[config.mk]
export PLATFORM = sky130hd
export DESIGN_NAME = crt_row_buffer_video_timing
export DESIGN_NICKNAME = d
export VERILOG_FILES = /design/src/hw/crt_pkg.sv /design/src/hw/crt_row_buffer_video_timing.sv
export VERILOG_INCLUDE_DIRS = /design/src /design/src/hw
export SDC_FILE = /design/constraint.sdc
export NUM_CORES = 2
export LEC_CHECK = 0
export ABC_CLOCK_PERIOD_IN_PS = 4150
export BUFFER_PORTS_ARGS = -buffer_cell sky130_fd_sc_hd__buf_2
export CAP_MARGIN = 10
export CORE_MARGIN = 3
export CORE_UTILIZATION = 45
export CTS_BUF_LIST = sky130_fd_sc_hd__clkbuf_8 sky130_fd_sc_hd__clkbuf_16
export CTS_CLUSTER_SIZE = 16
export DETAILED_ROUTE_END_ITERATION = 10
export SKIP_LAST_GASP = 1
export SLEW_MARGIN = 40
export SYNTH_ARGS = -nofsm -noshare
export SYNTH_HDL_FRONTEND = slang
export SYNTH_SLANG_ARGS = --single-unit
[constraint.sdc]
create_clock -name clk -period 4.15 [get_ports clk]
set_input_delay 0.415 -clock clk [delete_from_list [all_inputs] [get_ports clk]]
set_output_delay 0.415 -clock clk [all_outputs]
set_load 0.05 [all_outputs]
[src/hw/crt_cfg.svh]
`ifndef CRT_CFG_SVH
`define CRT_CFG_SVH
`default_nettype none
// register byte offsets
`define CRT_OFS_CMD      12'h000
`define CRT_OFS_FMT0     12'h004
`define CRT_OFS_FMT1     12'h008
`define CRT_OFS_CURSOR   12'h00c
`define CRT_OFS_LPEN     12'h010
`define CRT_OFS_STATUS   12'h014
// reset values and writable-bit masks
`define CRT_FMT0_RST     32'h50180f50
`define CRT_FMT0_MASK    32'h7f3f1f7f
`define CRT_FMT1_RST     32'h000f0310
`define CRT_FMT1_MASK    32'h00ff077f
// buffer limits
`define CRT_ROW_MAX      7'h50
`define CRT_ATTR_MAX     5'h14
// attribute modes
`define CRT_MODE_T_COLOR 2'h0
`define CRT_MODE_T_MONO  2'h1
`define CRT_MODE_NT_MONO 2'h2
// command opcodes, cmd word bits 2:0
`define CRT_CMD_RESET    3'h0
`define CRT_CMD_STOP     3'h1
`define CRT_CMD_START    3'h2
`define CRT_CMD_CURSOR   3'h3
`define CRT_CMD_READ_LP  3'h4
`define CRT_CMD_RST_CNT  3'h5
`define CRT_CMD_RST_INT  3'h6
`define CRT_CMD_INT_MASK 3'h7
`default_nettype wire
`endif

[src/hw/crt_pkg.sv]
`default_nettype none
package crt_pkg;
  typedef struct packed {
    logic        psel;
    logic        penable;
    logic        pwrite;
    logic [11:0] paddr;
    logic [31:0] pwdata;
  } apb_req_type;
  typedef struct packed {
    logic [31:0] prdata;
    logic        pready;
    logic        pslverr;
  } apb_rsp_type;
  typedef struct packed {
    logic       pad31;
    logic [4:0] attrs_per_row;
    logic [1:0] attr_mode;
    logic [1:0] pad23;
    logic [5:0] rows_m1;
    logic [2:0] pad15;
    logic [4:0] lines_m1;
    logic       pad7;
    logic [6:0] chars_per_row;
  } fmt0_type;
  typedef struct packed {
    logic [7:0] pad31;
    logic [7:0] blink_m1;
    logic [4:0] pad15;
    logic [2:0] vretrace_rows;
    logic       pad7;
    logic [6:0] hretrace_chars;
  } fmt1_type;
  typedef struct packed {
    logic [1:0] spare;
    logic       general;
    logic       slit12;
    logic       slit0;
    logic       suppress;
    logic       reverse;
    logic       highlight;
  } attr_type;
  typedef enum logic [1:0] {fill_idle, fill_chars, fill_attrs}
    fill_state_type;
endpackage : crt_pkg
`default_nettype wire

[src/hw/crt_row_buffer_video_timing.sv]
//
// Overview of operation
// - character counter spans each row, limited by characters-per-row plus retrace length
// - two 80-entry row buffers, one shown while the other fills
// - each character clock one displayed entry goes to char_code_out
// - dma bytes go into fill buffer, stopping at characters-per-row
// - attribute and control codes go to attribute queue, up to limit
// - attribute codes leave the displayed queue in order to video logic
// - non-transparent mode separates attribute codes from characters
// - attribute queue is two buffers of 20 entries each
// - a read flag on a character pops one attribute and applies it
// - next row attributes load by dma into the other attribute buffer
// - raster line counter per row, low four bits on raster_line_count_out
// - horizontal retrace from character count for programmed length
// - row counter drives vertical retrace for programmed row count
// - attribute outputs follow the attribute code in effect
// - cursor at programmed address, gated by blink timing
// - light pen edge latches current row and column
// - read light pen command returns latched position to software
// - character codes address an external character generator
// - up to 32 raster lines per character row
// - up to 64 character rows per frame
// - eight host commands, some carrying parameter fields
// - three attribute modes: colour, mono, non-transparent mono
//
// Design decisions made here: the APB slave port and the address map.
`include "crt_cfg.svh"
`default_nettype none
module crt_row_buffer_video_timing (
  input  wire logic                 clk,
  input  wire logic                 srst,
  input  wire crt_pkg::apb_req_type apb_req,
  output var crt_pkg::apb_rsp_type  apb_rsp,
  input  wire logic [7:0]           dma_data_in,
  input  wire logic                 dma_strobe_in,
  input  wire logic                 dma_grant_in,
  output logic                      dma_request_out,
  input  wire logic                 light_pen_in,
  output logic [7:0]                char_code_out,
  output logic [3:0]                raster_line_count_out,
  output logic                      horiz_retrace_out,
  output logic                      vert_retrace_out,
  output logic                      cursor_out,
  output logic                      highlight_out,
  output logic                      reverse_video_out,
  output logic                      video_suppress_out,
  output logic                      slit_line_zero_out,
  output logic                      slit_line_twelve_out,
  output logic                      general_attr_out
);
  //////////////////////////////////////////////////////////////////////
  // pin synchronisers
  logic [10:0] sync1_q;
  logic [10:0] sync2_q;
  logic [1:0]  prev_q;
  always_ff @(posedge clk) begin
    if (srst) begin
      sync1_q <= 11'h000;
      sync2_q <= 11'h000;
      prev_q  <= 2'h0;
    end else begin
      sync1_q <= {light_pen_in, dma_strobe_in, dma_grant_in, dma_data_in};
      sync2_q <= sync1_q;
      prev_q  <= sync2_q[10:9];
    end
  end
  crt_pkg::fill_state_type fill_q;
  wire logic [7:0] dma_data = sync2_q[7:0];
  wire logic lp_rise = sync2_q[10] & ~prev_q[1];
  wire logic dma_wr  = sync2_q[9] & ~prev_q[0] & sync2_q[8] &
                       (fill_q != crt_pkg::fill_idle);
  //////////////////////////////////////////////////////////////////////
  // register decode
  crt_pkg::fmt0_type fmt0_q;
  crt_pkg::fmt1_type fmt1_q;
  wire logic [11:0] addr = apb_req.paddr;
  wire logic [31:0] wdat = apb_req.pwdata;
  wire logic access = apb_req.psel & apb_req.penable;
  wire logic bus_wr = access & apb_req.pwrite;
  wire logic addr_ok = (addr == `CRT_OFS_CMD) | (addr == `CRT_OFS_FMT0) |
                       (addr == `CRT_OFS_FMT1) |
                       (addr == `CRT_OFS_CURSOR) |
                       (addr == `CRT_OFS_LPEN) | (addr == `CRT_OFS_STATUS);
  wire logic cmd_hit = bus_wr & (addr == `CRT_OFS_CMD);
  wire logic [2:0] op = wdat[2:0];
  wire logic cmd_reset  = cmd_hit & (op == `CRT_CMD_RESET);
  wire logic cmd_stop   = cmd_hit & (op == `CRT_CMD_STOP);
  wire logic cmd_start  = cmd_hit & (op == `CRT_CMD_START);
  wire logic cmd_cursor = cmd_hit & (op == `CRT_CMD_CURSOR);
  wire logic cmd_rd_lp  = cmd_hit & (op == `CRT_CMD_READ_LP);
  wire logic cmd_rstcnt = cmd_hit & (op == `CRT_CMD_RST_CNT);
  wire logic cmd_rstint = cmd_hit & (op == `CRT_CMD_RST_INT);
  wire logic cmd_mask   = cmd_hit & (op == `CRT_CMD_INT_MASK);
  wire logic cnt_clr    = cmd_reset | cmd_rstcnt;
  // format fields, clamped to buffer sizes
  wire logic [6:0] cpr = (fmt0_q.chars_per_row > `CRT_ROW_MAX) ?
                         `CRT_ROW_MAX : fmt0_q.chars_per_row;
  wire logic [4:0] apr = (fmt0_q.attrs_per_row > `CRT_ATTR_MAX) ?
                         `CRT_ATTR_MAX : fmt0_q.attrs_per_row;
  wire logic nontransp = (fmt0_q.attr_mode == `CRT_MODE_NT_MONO);
  //////////////////////////////////////////////////////////////////////
  // character, line and row counters
  logic [7:0] char_q;
  logic [4:0] line_q;
  logic [6:0] row_q;
  wire logic [7:0] h_total_m1 = {1'b0, cpr} +
                                {1'b0, fmt1_q.hretrace_chars} - 8'h01;
  wire logic [6:0] v_total_m1 = {1'b0, fmt0_q.rows_m1} +
                                {4'h0, fmt1_q.vretrace_rows};
  wire logic char_last = (char_q == h_total_m1);
  wire logic line_last = (line_q == fmt0_q.lines_m1);
  wire logic row_last  = (row_q == v_total_m1);
  wire logic row_end   = char_last & line_last;
  wire logic frame_end = row_end & row_last;
  wire logic active_h  = (char_q < {1'b0, cpr});
  wire logic active_v  = (row_q <= {1'b0, fmt0_q.rows_m1});
  always_ff @(posedge clk) begin
    if (srst | cnt_clr) begin
      char_q <= 8'h00;
      line_q <= 5'h00;
      row_q  <= 7'h00;
    end else begin
      char_q <= char_last ? 8'h00 : char_q + 8'h01;
      if (char_last)
        line_q <= line_last ? 5'h00 : line_q + 5'h01;
      if (row_end)
        row_q <= row_last ? 7'h00 : row_q + 7'h01;
    end
  end
  //////////////////////////////////////////////////////////////////////
  // ping-pong row and attribute buffers
  logic [7:0] row_mem  [2][80];
  logic [7:0] attr_mem [2][20];
  logic [4:0] attr_cnt_q [2];
  logic       disp_q;
  logic       on_q;
  logic [6:0] fill_idx_q;
  logic [4:0] attr_wr_q;
  wire logic fill_sel  = ~disp_q;
  wire logic fill_last = (fill_idx_q == cpr - 7'h01);
  wire logic go_attr   = ~nontransp & (apr != 5'h00);
  wire logic nt_attr   = (fill_q == crt_pkg::fill_chars) & nontransp &
                         dma_data[7] & (attr_wr_q < apr);
  wire logic attr_we   = dma_wr & ((fill_q == crt_pkg::fill_attrs) |
                                   nt_attr);
  always_ff @(posedge clk) begin
    if (srst | cnt_clr)
      disp_q <= 1'b0;
    else if (row_end)
      disp_q <= ~disp_q;
  end
  always_ff @(posedge clk) begin
    if (srst | cmd_reset) begin
      fill_q        <= crt_pkg::fill_idle;
      fill_idx_q    <= 7'h00;
      attr_wr_q     <= 5'h00;
      attr_cnt_q[0] <= 5'h00;
      attr_cnt_q[1] <= 5'h00;
    end else if (row_end & on_q) begin
      fill_q             <= crt_pkg::fill_chars;
      fill_idx_q         <= 7'h00;
      attr_wr_q          <= 5'h00;
      attr_cnt_q[disp_q] <= 5'h00;
    end else begin
      if (attr_we) begin
        attr_wr_q            <= attr_wr_q + 5'h01;
        attr_cnt_q[fill_sel] <= attr_wr_q + 5'h01;
      end
      unique case (fill_q)
        crt_pkg::fill_idle: begin
        end
        crt_pkg::fill_chars: begin
          if (dma_wr) begin
            fill_idx_q <= fill_idx_q + 7'h01;
            if (fill_last)
              fill_q <= go_attr ? crt_pkg::fill_attrs :
                                  crt_pkg::fill_idle;
          end
        end
        crt_pkg::fill_attrs: begin
          if (dma_wr & (attr_wr_q == apr - 5'h01))
            fill_q <= crt_pkg::fill_idle;
        end
        default: fill_q <= crt_pkg::fill_idle;
      endcase
    end
  end
  always_ff @(posedge clk) begin
    if (dma_wr & (fill_q == crt_pkg::fill_chars))
      row_mem[fill_sel][fill_idx_q] <= dma_data;
    if (attr_we)
      attr_mem[fill_sel][attr_wr_q] <= dma_data;
  end
  assign dma_request_out = (fill_q != crt_pkg::fill_idle);
  //////////////////////////////////////////////////////////////////////
  // display read and attribute queue pop
  logic [4:0]        rd_idx_q;
  crt_pkg::attr_type attr_q;
  wire logic [6:0] row_idx = active_h ? char_q[6:0] : 7'h00;
  wire logic [7:0] rd_char = row_mem[disp_q][row_idx];
  wire logic [7:0] attr_rd = attr_mem[disp_q][rd_idx_q];
  wire logic shown = on_q & active_h & active_v;
  wire logic pop   = shown & rd_char[7] &
                     (rd_idx_q < attr_cnt_q[disp_q]);
  wire logic nt_code = nontransp & rd_char[7];
  wire crt_pkg::attr_type eff = pop ? crt_pkg::attr_type'(attr_rd) : attr_q;
  always_ff @(posedge clk) begin
    if (srst | char_last) begin
      rd_idx_q <= 5'h00;
      attr_q   <= crt_pkg::attr_type'(8'h00);
    end else if (pop) begin
      rd_idx_q <= rd_idx_q + 5'h01;
      attr_q   <= crt_pkg::attr_type'(attr_rd);
    end
  end
  //////////////////////////////////////////////////////////////////////
  // cursor, blink, control and light pen
  logic [6:0] cur_col_q;
  logic [5:0] cur_row_q;
  logic [7:0] blink_cnt_q;
  logic       blink_q;
  logic       frame_flag_q;
  logic [1:0] int_mask_q;
  logic [6:0] lp_col_q;
  logic [5:0] lp_row_q;
  logic       lp_pend_q;
  logic [6:0] lp_rd_col_q;
  logic [5:0] lp_rd_row_q;
  logic       lp_rd_valid_q;
  wire logic cursor_hit = shown & (char_q[6:0] == cur_col_q) &
                          (row_q == {1'b0, cur_row_q}) & blink_q;
  always_ff @(posedge clk) begin
    if (srst | cmd_reset) begin
      on_q         <= 1'b0;
      cur_col_q    <= 7'h00;
      cur_row_q    <= 6'h00;
      blink_cnt_q  <= 8'h00;
      blink_q      <= 1'b1;
      frame_flag_q <= 1'b0;
      int_mask_q   <= 2'h0;
    end else begin
      if (cmd_start)
        on_q <= 1'b1;
      else if (cmd_stop)
        on_q <= 1'b0;
      if (cmd_cursor) begin
        cur_col_q <= wdat[14:8];
        cur_row_q <= wdat[21:16];
      end
      if (cmd_mask)
        int_mask_q <= wdat[9:8];
      if (frame_end) begin
        blink_cnt_q <= (blink_cnt_q == fmt1_q.blink_m1) ? 8'h00 :
                       blink_cnt_q + 8'h01;
        if (blink_cnt_q == fmt1_q.blink_m1)
          blink_q <= ~blink_q;
      end
      frame_flag_q <= frame_end | (frame_flag_q & ~cmd_rstint);
    end
  end
  always_ff @(posedge clk) begin
    if (srst) begin
      lp_col_q      <= 7'h00;
      lp_row_q      <= 6'h00;
      lp_pend_q     <= 1'b0;
      lp_rd_col_q   <= 7'h00;
      lp_rd_row_q   <= 6'h00;
      lp_rd_valid_q <= 1'b0;
    end else begin
      if (lp_rise) begin
        lp_col_q <= char_q[6:0];
        lp_row_q <= row_q[5:0];
      end
      lp_pend_q <= lp_rise | (lp_pend_q & ~cmd_rd_lp);
      if (cmd_rd_lp) begin
        lp_rd_col_q   <= lp_col_q;
        lp_rd_row_q   <= lp_row_q;
        lp_rd_valid_q <= lp_pend_q;
      end
    end
  end
  //////////////////////////////////////////////////////////////////////
  // video outputs, all registered
  always_ff @(posedge clk) begin
    if (srst) begin
      char_code_out         <= 8'h00;
      raster_line_count_out <= 4'h0;
      horiz_retrace_out     <= 1'b0;
      vert_retrace_out      <= 1'b0;
      cursor_out            <= 1'b0;
      highlight_out         <= 1'b0;
      reverse_video_out     <= 1'b0;
      video_suppress_out    <= 1'b1;
      slit_line_zero_out    <= 1'b0;
      slit_line_twelve_out  <= 1'b0;
      general_attr_out      <= 1'b0;
    end else begin
      char_code_out <= (shown & ~nt_code) ? rd_char : 8'h00;
      raster_line_count_out <= line_q[3:0];
      horiz_retrace_out     <= ~active_h;
      vert_retrace_out      <= ~active_v;
      cursor_out            <= cursor_hit;
      highlight_out         <= shown & eff.highlight;
      reverse_video_out     <= shown & eff.reverse;
      video_suppress_out    <= ~shown | eff.suppress | nt_code;
      slit_line_zero_out    <= shown & eff.slit0;
      slit_line_twelve_out  <= shown & eff.slit12;
      general_attr_out      <= shown & eff.general;
    end
  end
  //////////////////////////////////////////////////////////////////////
  // apb slave
  logic [31:0] prdata_q;
  wire logic [31:0] rd_mux =
    (addr == `CRT_OFS_FMT0)   ? 32'(fmt0_q) :
    (addr == `CRT_OFS_FMT1)   ? 32'(fmt1_q) :
    (addr == `CRT_OFS_CURSOR) ? {10'h000, cur_row_q, 1'b0, cur_col_q,
                                 8'h00} :
    (addr == `CRT_OFS_LPEN)   ? {15'h0000, lp_rd_valid_q, 2'h0,
                                 lp_rd_row_q, 1'b0, lp_rd_col_q} :
    (addr == `CRT_OFS_STATUS) ? {26'h0000000, lp_pend_q, dma_request_out,
                                 int_mask_q, frame_flag_q, on_q} :
                                32'h00000000;
  always_ff @(posedge clk) begin
    if (srst) begin
      prdata_q <= 32'h00000000;
      fmt0_q   <= crt_pkg::fmt0_type'(`CRT_FMT0_RST);
      fmt1_q   <= crt_pkg::fmt1_type'(`CRT_FMT1_RST);
    end else begin
      if (apb_req.psel & ~apb_req.penable)
        prdata_q <= rd_mux;
      if (bus_wr & (addr == `CRT_OFS_FMT0))
        fmt0_q <= crt_pkg::fmt0_type'(wdat & `CRT_FMT0_MASK);
      if (bus_wr & (addr == `CRT_OFS_FMT1))
        fmt1_q <= crt_pkg::fmt1_type'(wdat & `CRT_FMT1_MASK);
    end
  end
  // one driver for the whole response word
  assign apb_rsp = '{prdata:  prdata_q,
                     pready:  1'b1,
                     pslverr: access & ~addr_ok};
endmodule : crt_row_buffer_video_timing
`default_nettype wire

==> metrics.txt <==
Syn. warnings=0; CP bufs+invs=5; DRC viols=0; Cell Pwr Density=417 nW/µm²; core footprint=166000 µm²; Period Utilization, post-route=1.06; Tmin final=between 4 and 5 ns; setup slack after layout=-0.259 ns; GR Util All Layers=0.268; Area Overhead vs Synth=19.9%; number of diodes=0; Startpoint Class=flop; worst min path class=in -> reg; Worst path most repeated cell=buf_4; first-pass GRT wire length=about 350000 µm; critical path endpoint category=flop; reg-to-reg slack, setup=-0.26 ns; #FFs+latches synth=between 1500 and 2000; Worst Tran Pin Value=roughly 0.9 ns; Worst Skew=0.0563 ns; TritonCTS Buffers=around 180; number of clock sinks=1748; multi-input logic area=roughly 24000 µm²; Reg power frac=0.507; RD Place Congestion=between 0.9 and 1; status=finished, violations left; Mapped Area=approximately 75000 µm²; CTS tree=built; via/cell ratio=around 6.3; total gr overflow=0; leading cell type in the layout, fill and taps excluded=edfxtp_1; most frequent cells in the layout=edfxtp_1 (1530), nor2_1 (541), buf_4 (516), nand2_1 (412), nor3_1 (263); peak supply drop=~0.45 mV; Req. time, crit path=between 4 and 5 ns; FF+latch area=50300 µm²; Net Sw Frac=0.228; via count=53400; Routed Antenna Nets=0; violated checks=negative setup slack; Largest stage delay, worst path=about 0.44 ns; initial antenna violation count=4; Clock Path Buffers=3; share of post-route cells with drive strength above 1=0.221; Detailed Route Iter0 Violations=6899; final WL=237000 µm; sw power=around 8.6 mW; setup violators final=29; Crit Path Max Fanout=12; clock group share of total power=0.432; I/O Buffers=around 110; chip width=around 420 µm; average cell area after synthesis=approximately 13 µm²; Crit path max-delay family=compound AO/OA/AOI/OAI gates; number of top-level pins=~120; Fmax achieved=227 MHz; largest net degree at the start of global routing=between 100 and 150; CTS clk-pin slew, worst paths=~0.06 ns; dpl hpwl=~150000 µm; Worst slew margin=0.389; Main synth FF type=edfxtp_1; Fillers=about 13000; Initial Util=0.455; Min Hold Slack=between 0.02 and 0.03 ns; kind of critical path=reg -> reg; Root Buffer=clkbuf_16; Crit-path slowest cell=o41a_1; RSZ-0062 raised after global routing=true; combinational power share=0.061; Seq/Total Area, Yosys=0.667; Cell variety after synth=91; row count=~150; max cap viols=0; final setup TNS=-5.40 ns; CP cell instances=o41a_1 -> o21ai_2 -> buf_4 -> nand2_4 -> ha_4 -> a211o_1 -> a221oi_2 -> and2_4 -> buf_12 -> o21ai_4 -> buf_4 -> nor2_4 -> buf_12 -> buf_4 -> a21oi_1 -> o211ai_1 -> o211ai_1 -> a41oi_2; Die ar.=173000 µm²; DRT Pass-1 Iters=9; chip height=a little over 400 µm; wire per inst=27.9 µm; htree depth=4; fin nets=6260; Lkg Pwr=roughly 32 nW; Mapped Cells=about 5600; critical path arrival=roughly 5.2 ns; asr flop ratio synth=0; number of flops mapped to enable cells by yosys=between 1500 and 2000; vias in the first global route=a little over 50000; Fin. Hold Viols=0; Int Power=roughly 29 mW; Worst-Skew Late Latency=~0.84 ns; pins over their slew limit=0
final cells by class:
cell class,count,share of cell area
Multi-Input combinational cell,3394,0.268
Tap cell,2189,0.0303
Sequential cell,1748,0.557
Clock buffer,185,0.0506
Timing Repair Buffer,779,0.0769
Clock inverter,148,0.0154
Inverter,48,0.00202
metal layers:
layer  wire length, µm  vias up  part of all wire  global-route usage
met5                13        -          0.000055                   0
met2            109000     2850              0.46               0.415
met4             11700        2             0.050               0.122
li1                  -    23100                 -                   -
met1             94800    26800              0.40               0.369
met3             21800      572             0.092              0.0507
flip-flops by register name (all words and copies together) (netlist names), 7 cells and up, named ones only:
signal / flops
row_mem: 1280
attr_mem: 240
prdata_q: 29
fmt0_q: 25
fmt1_q: 18
sync1_q: 11
sync2_q: 11
attr_cnt_q: 10
blink_cnt_q: 8
char_code_out: 8
char_q: 8
cur_col_q: 7
fill_idx_q: 7
lp_col_q: 7
lp_rd_col_q: 7
row_q: 7
kinds of logic (layout without fill, tap and decap cells):
family | Yosys count | count (layout) | share of synthesized area
buf+inv | 500 | 1160 | 0.0279
compound gates | 1180 | 1180 | 0.112
simple gates | 1728 | 1729 | 0.105
fa+ha+maj | 50 | 50 | 0.00849
other cells | 2 | 4 | 0.0000995
mux | 330 | 330 | 0.0677
xor+xnor | 101 | 101 | 0.0117
flops | 1748 | 1748 | 0.667
worst reg2reg max path, cell delays in order (launching register included):
cell      delay (ns)
dfxtp_2         0.32
o41a_1          0.44
o21ai_2         0.21
buf_4           0.17
nand2_4         0.07
ha_4            0.15
a211o_1         0.23
a221oi_2        0.27
and2_4          0.26
buf_12          0.17
o21ai_4         0.11
buf_4           0.19
nor2_4          0.16
buf_12          0.15
buf_4           0.26
a21oi_1         0.14
o211ai_1        0.39
o211ai_1        0.37
a41oi_2         0.26
final timing paths:
check,startpoint,end,cells past startpoint
setup / recovery,fmt0_q[0]$_SDFFE_PP0P_,char_code_out[0]$_SDFF_PP0_,18
hold / removal,apb_req[45],prdata_q[1]$_SDFFE_PP0P_,4
setup reg to reg,fmt0_q[0]$_SDFFE_PP0P_,char_code_out[0]$_SDFF_PP0_,18
hold reg to reg,sync1_q[0]$_SDFF_PP0_,sync2_q[0]$_SDFF_PP0_,1
cells in the mapped netlist, types with 29 or more instances:
master	number	area, µm²
clkbuf_1	284	1070
xor2_1	53	464
nand3_1	129	646
o31a_1	38	333
xnor2_1	48	420
nor4_1	36	225
edfxtp_1	1530	45900
dfxtp_1	218	4360
o22ai_1	83	519
nand4_1	43	269
o21ai_0	133	666
nor2b_1	57	357
o2111ai_1	29	254
nand2_1	422	1580
nor2_1	583	2190
o31ai_1	94	706
buf_2	90	450
or3_1	53	332
mux2i_1	165	1650
ha_1	48	601
inv_1	47	176
or4_1	42	315
o221ai_1	144	1260
a21oi_1	198	991
mux4_2	142	3200
buf_1	50	188
a211oi_1	94	706
a31oi_1	72	450
nor3_1	270	1350
o311ai_0	65	569
power by group through the flow:
stage / Combinational [mW] / Clock (mW) / Sequential, mW
2_1_floorplan: 0.998 / 0 / 19.6
3_3_place_gp: 1.99 / 0 / 19.5
3_5_place_dp: 2.04 / 0 / 19.5
4_1_cts: 2.18 / 16.5 / 19.1
5_1_grt: 2.39 / 17.2 / 19.1
6_report: 2.28 / 16.3 / 19.1
repair_timing:
| item | CTS | global route |
|---|---|---|
| gates cloned | 3 | 3 |
| endpoints found under the hold margin | 71 | 0 |
| buffers inserted | 26 | 20 |
| gates resized for setup | 125 | 122 |
| setup endpoints to repair | 56 | 78 |
| hold buffers | 40 | 0 |
| pin swaps | 30 | 45 |
stage by stage:
| stage | utilization | area, µm² | setup slack (ns) | total power, mW | instances |
|---|---|---|---|---|---|
| CTS | 0.540 | 89600 | -0.262 | 37.8 | 8470 |
| global placement | 0.496 | 82200 | -0.607 | 21.5 | 8065 |
| finish | 0.546 | 90400 | -0.259 | 37.7 | 8491 |
| floorplan | - | 75500 | 0.00751 | 20.6 | 5641 |
| global route | 0.546 | 90400 | -0.403 | 38.7 | 8491 |
| detailed placement | 0.497 | 82300 | -0.662 | 21.5 | 8068 |
Power figures use the tool's default switching activity.
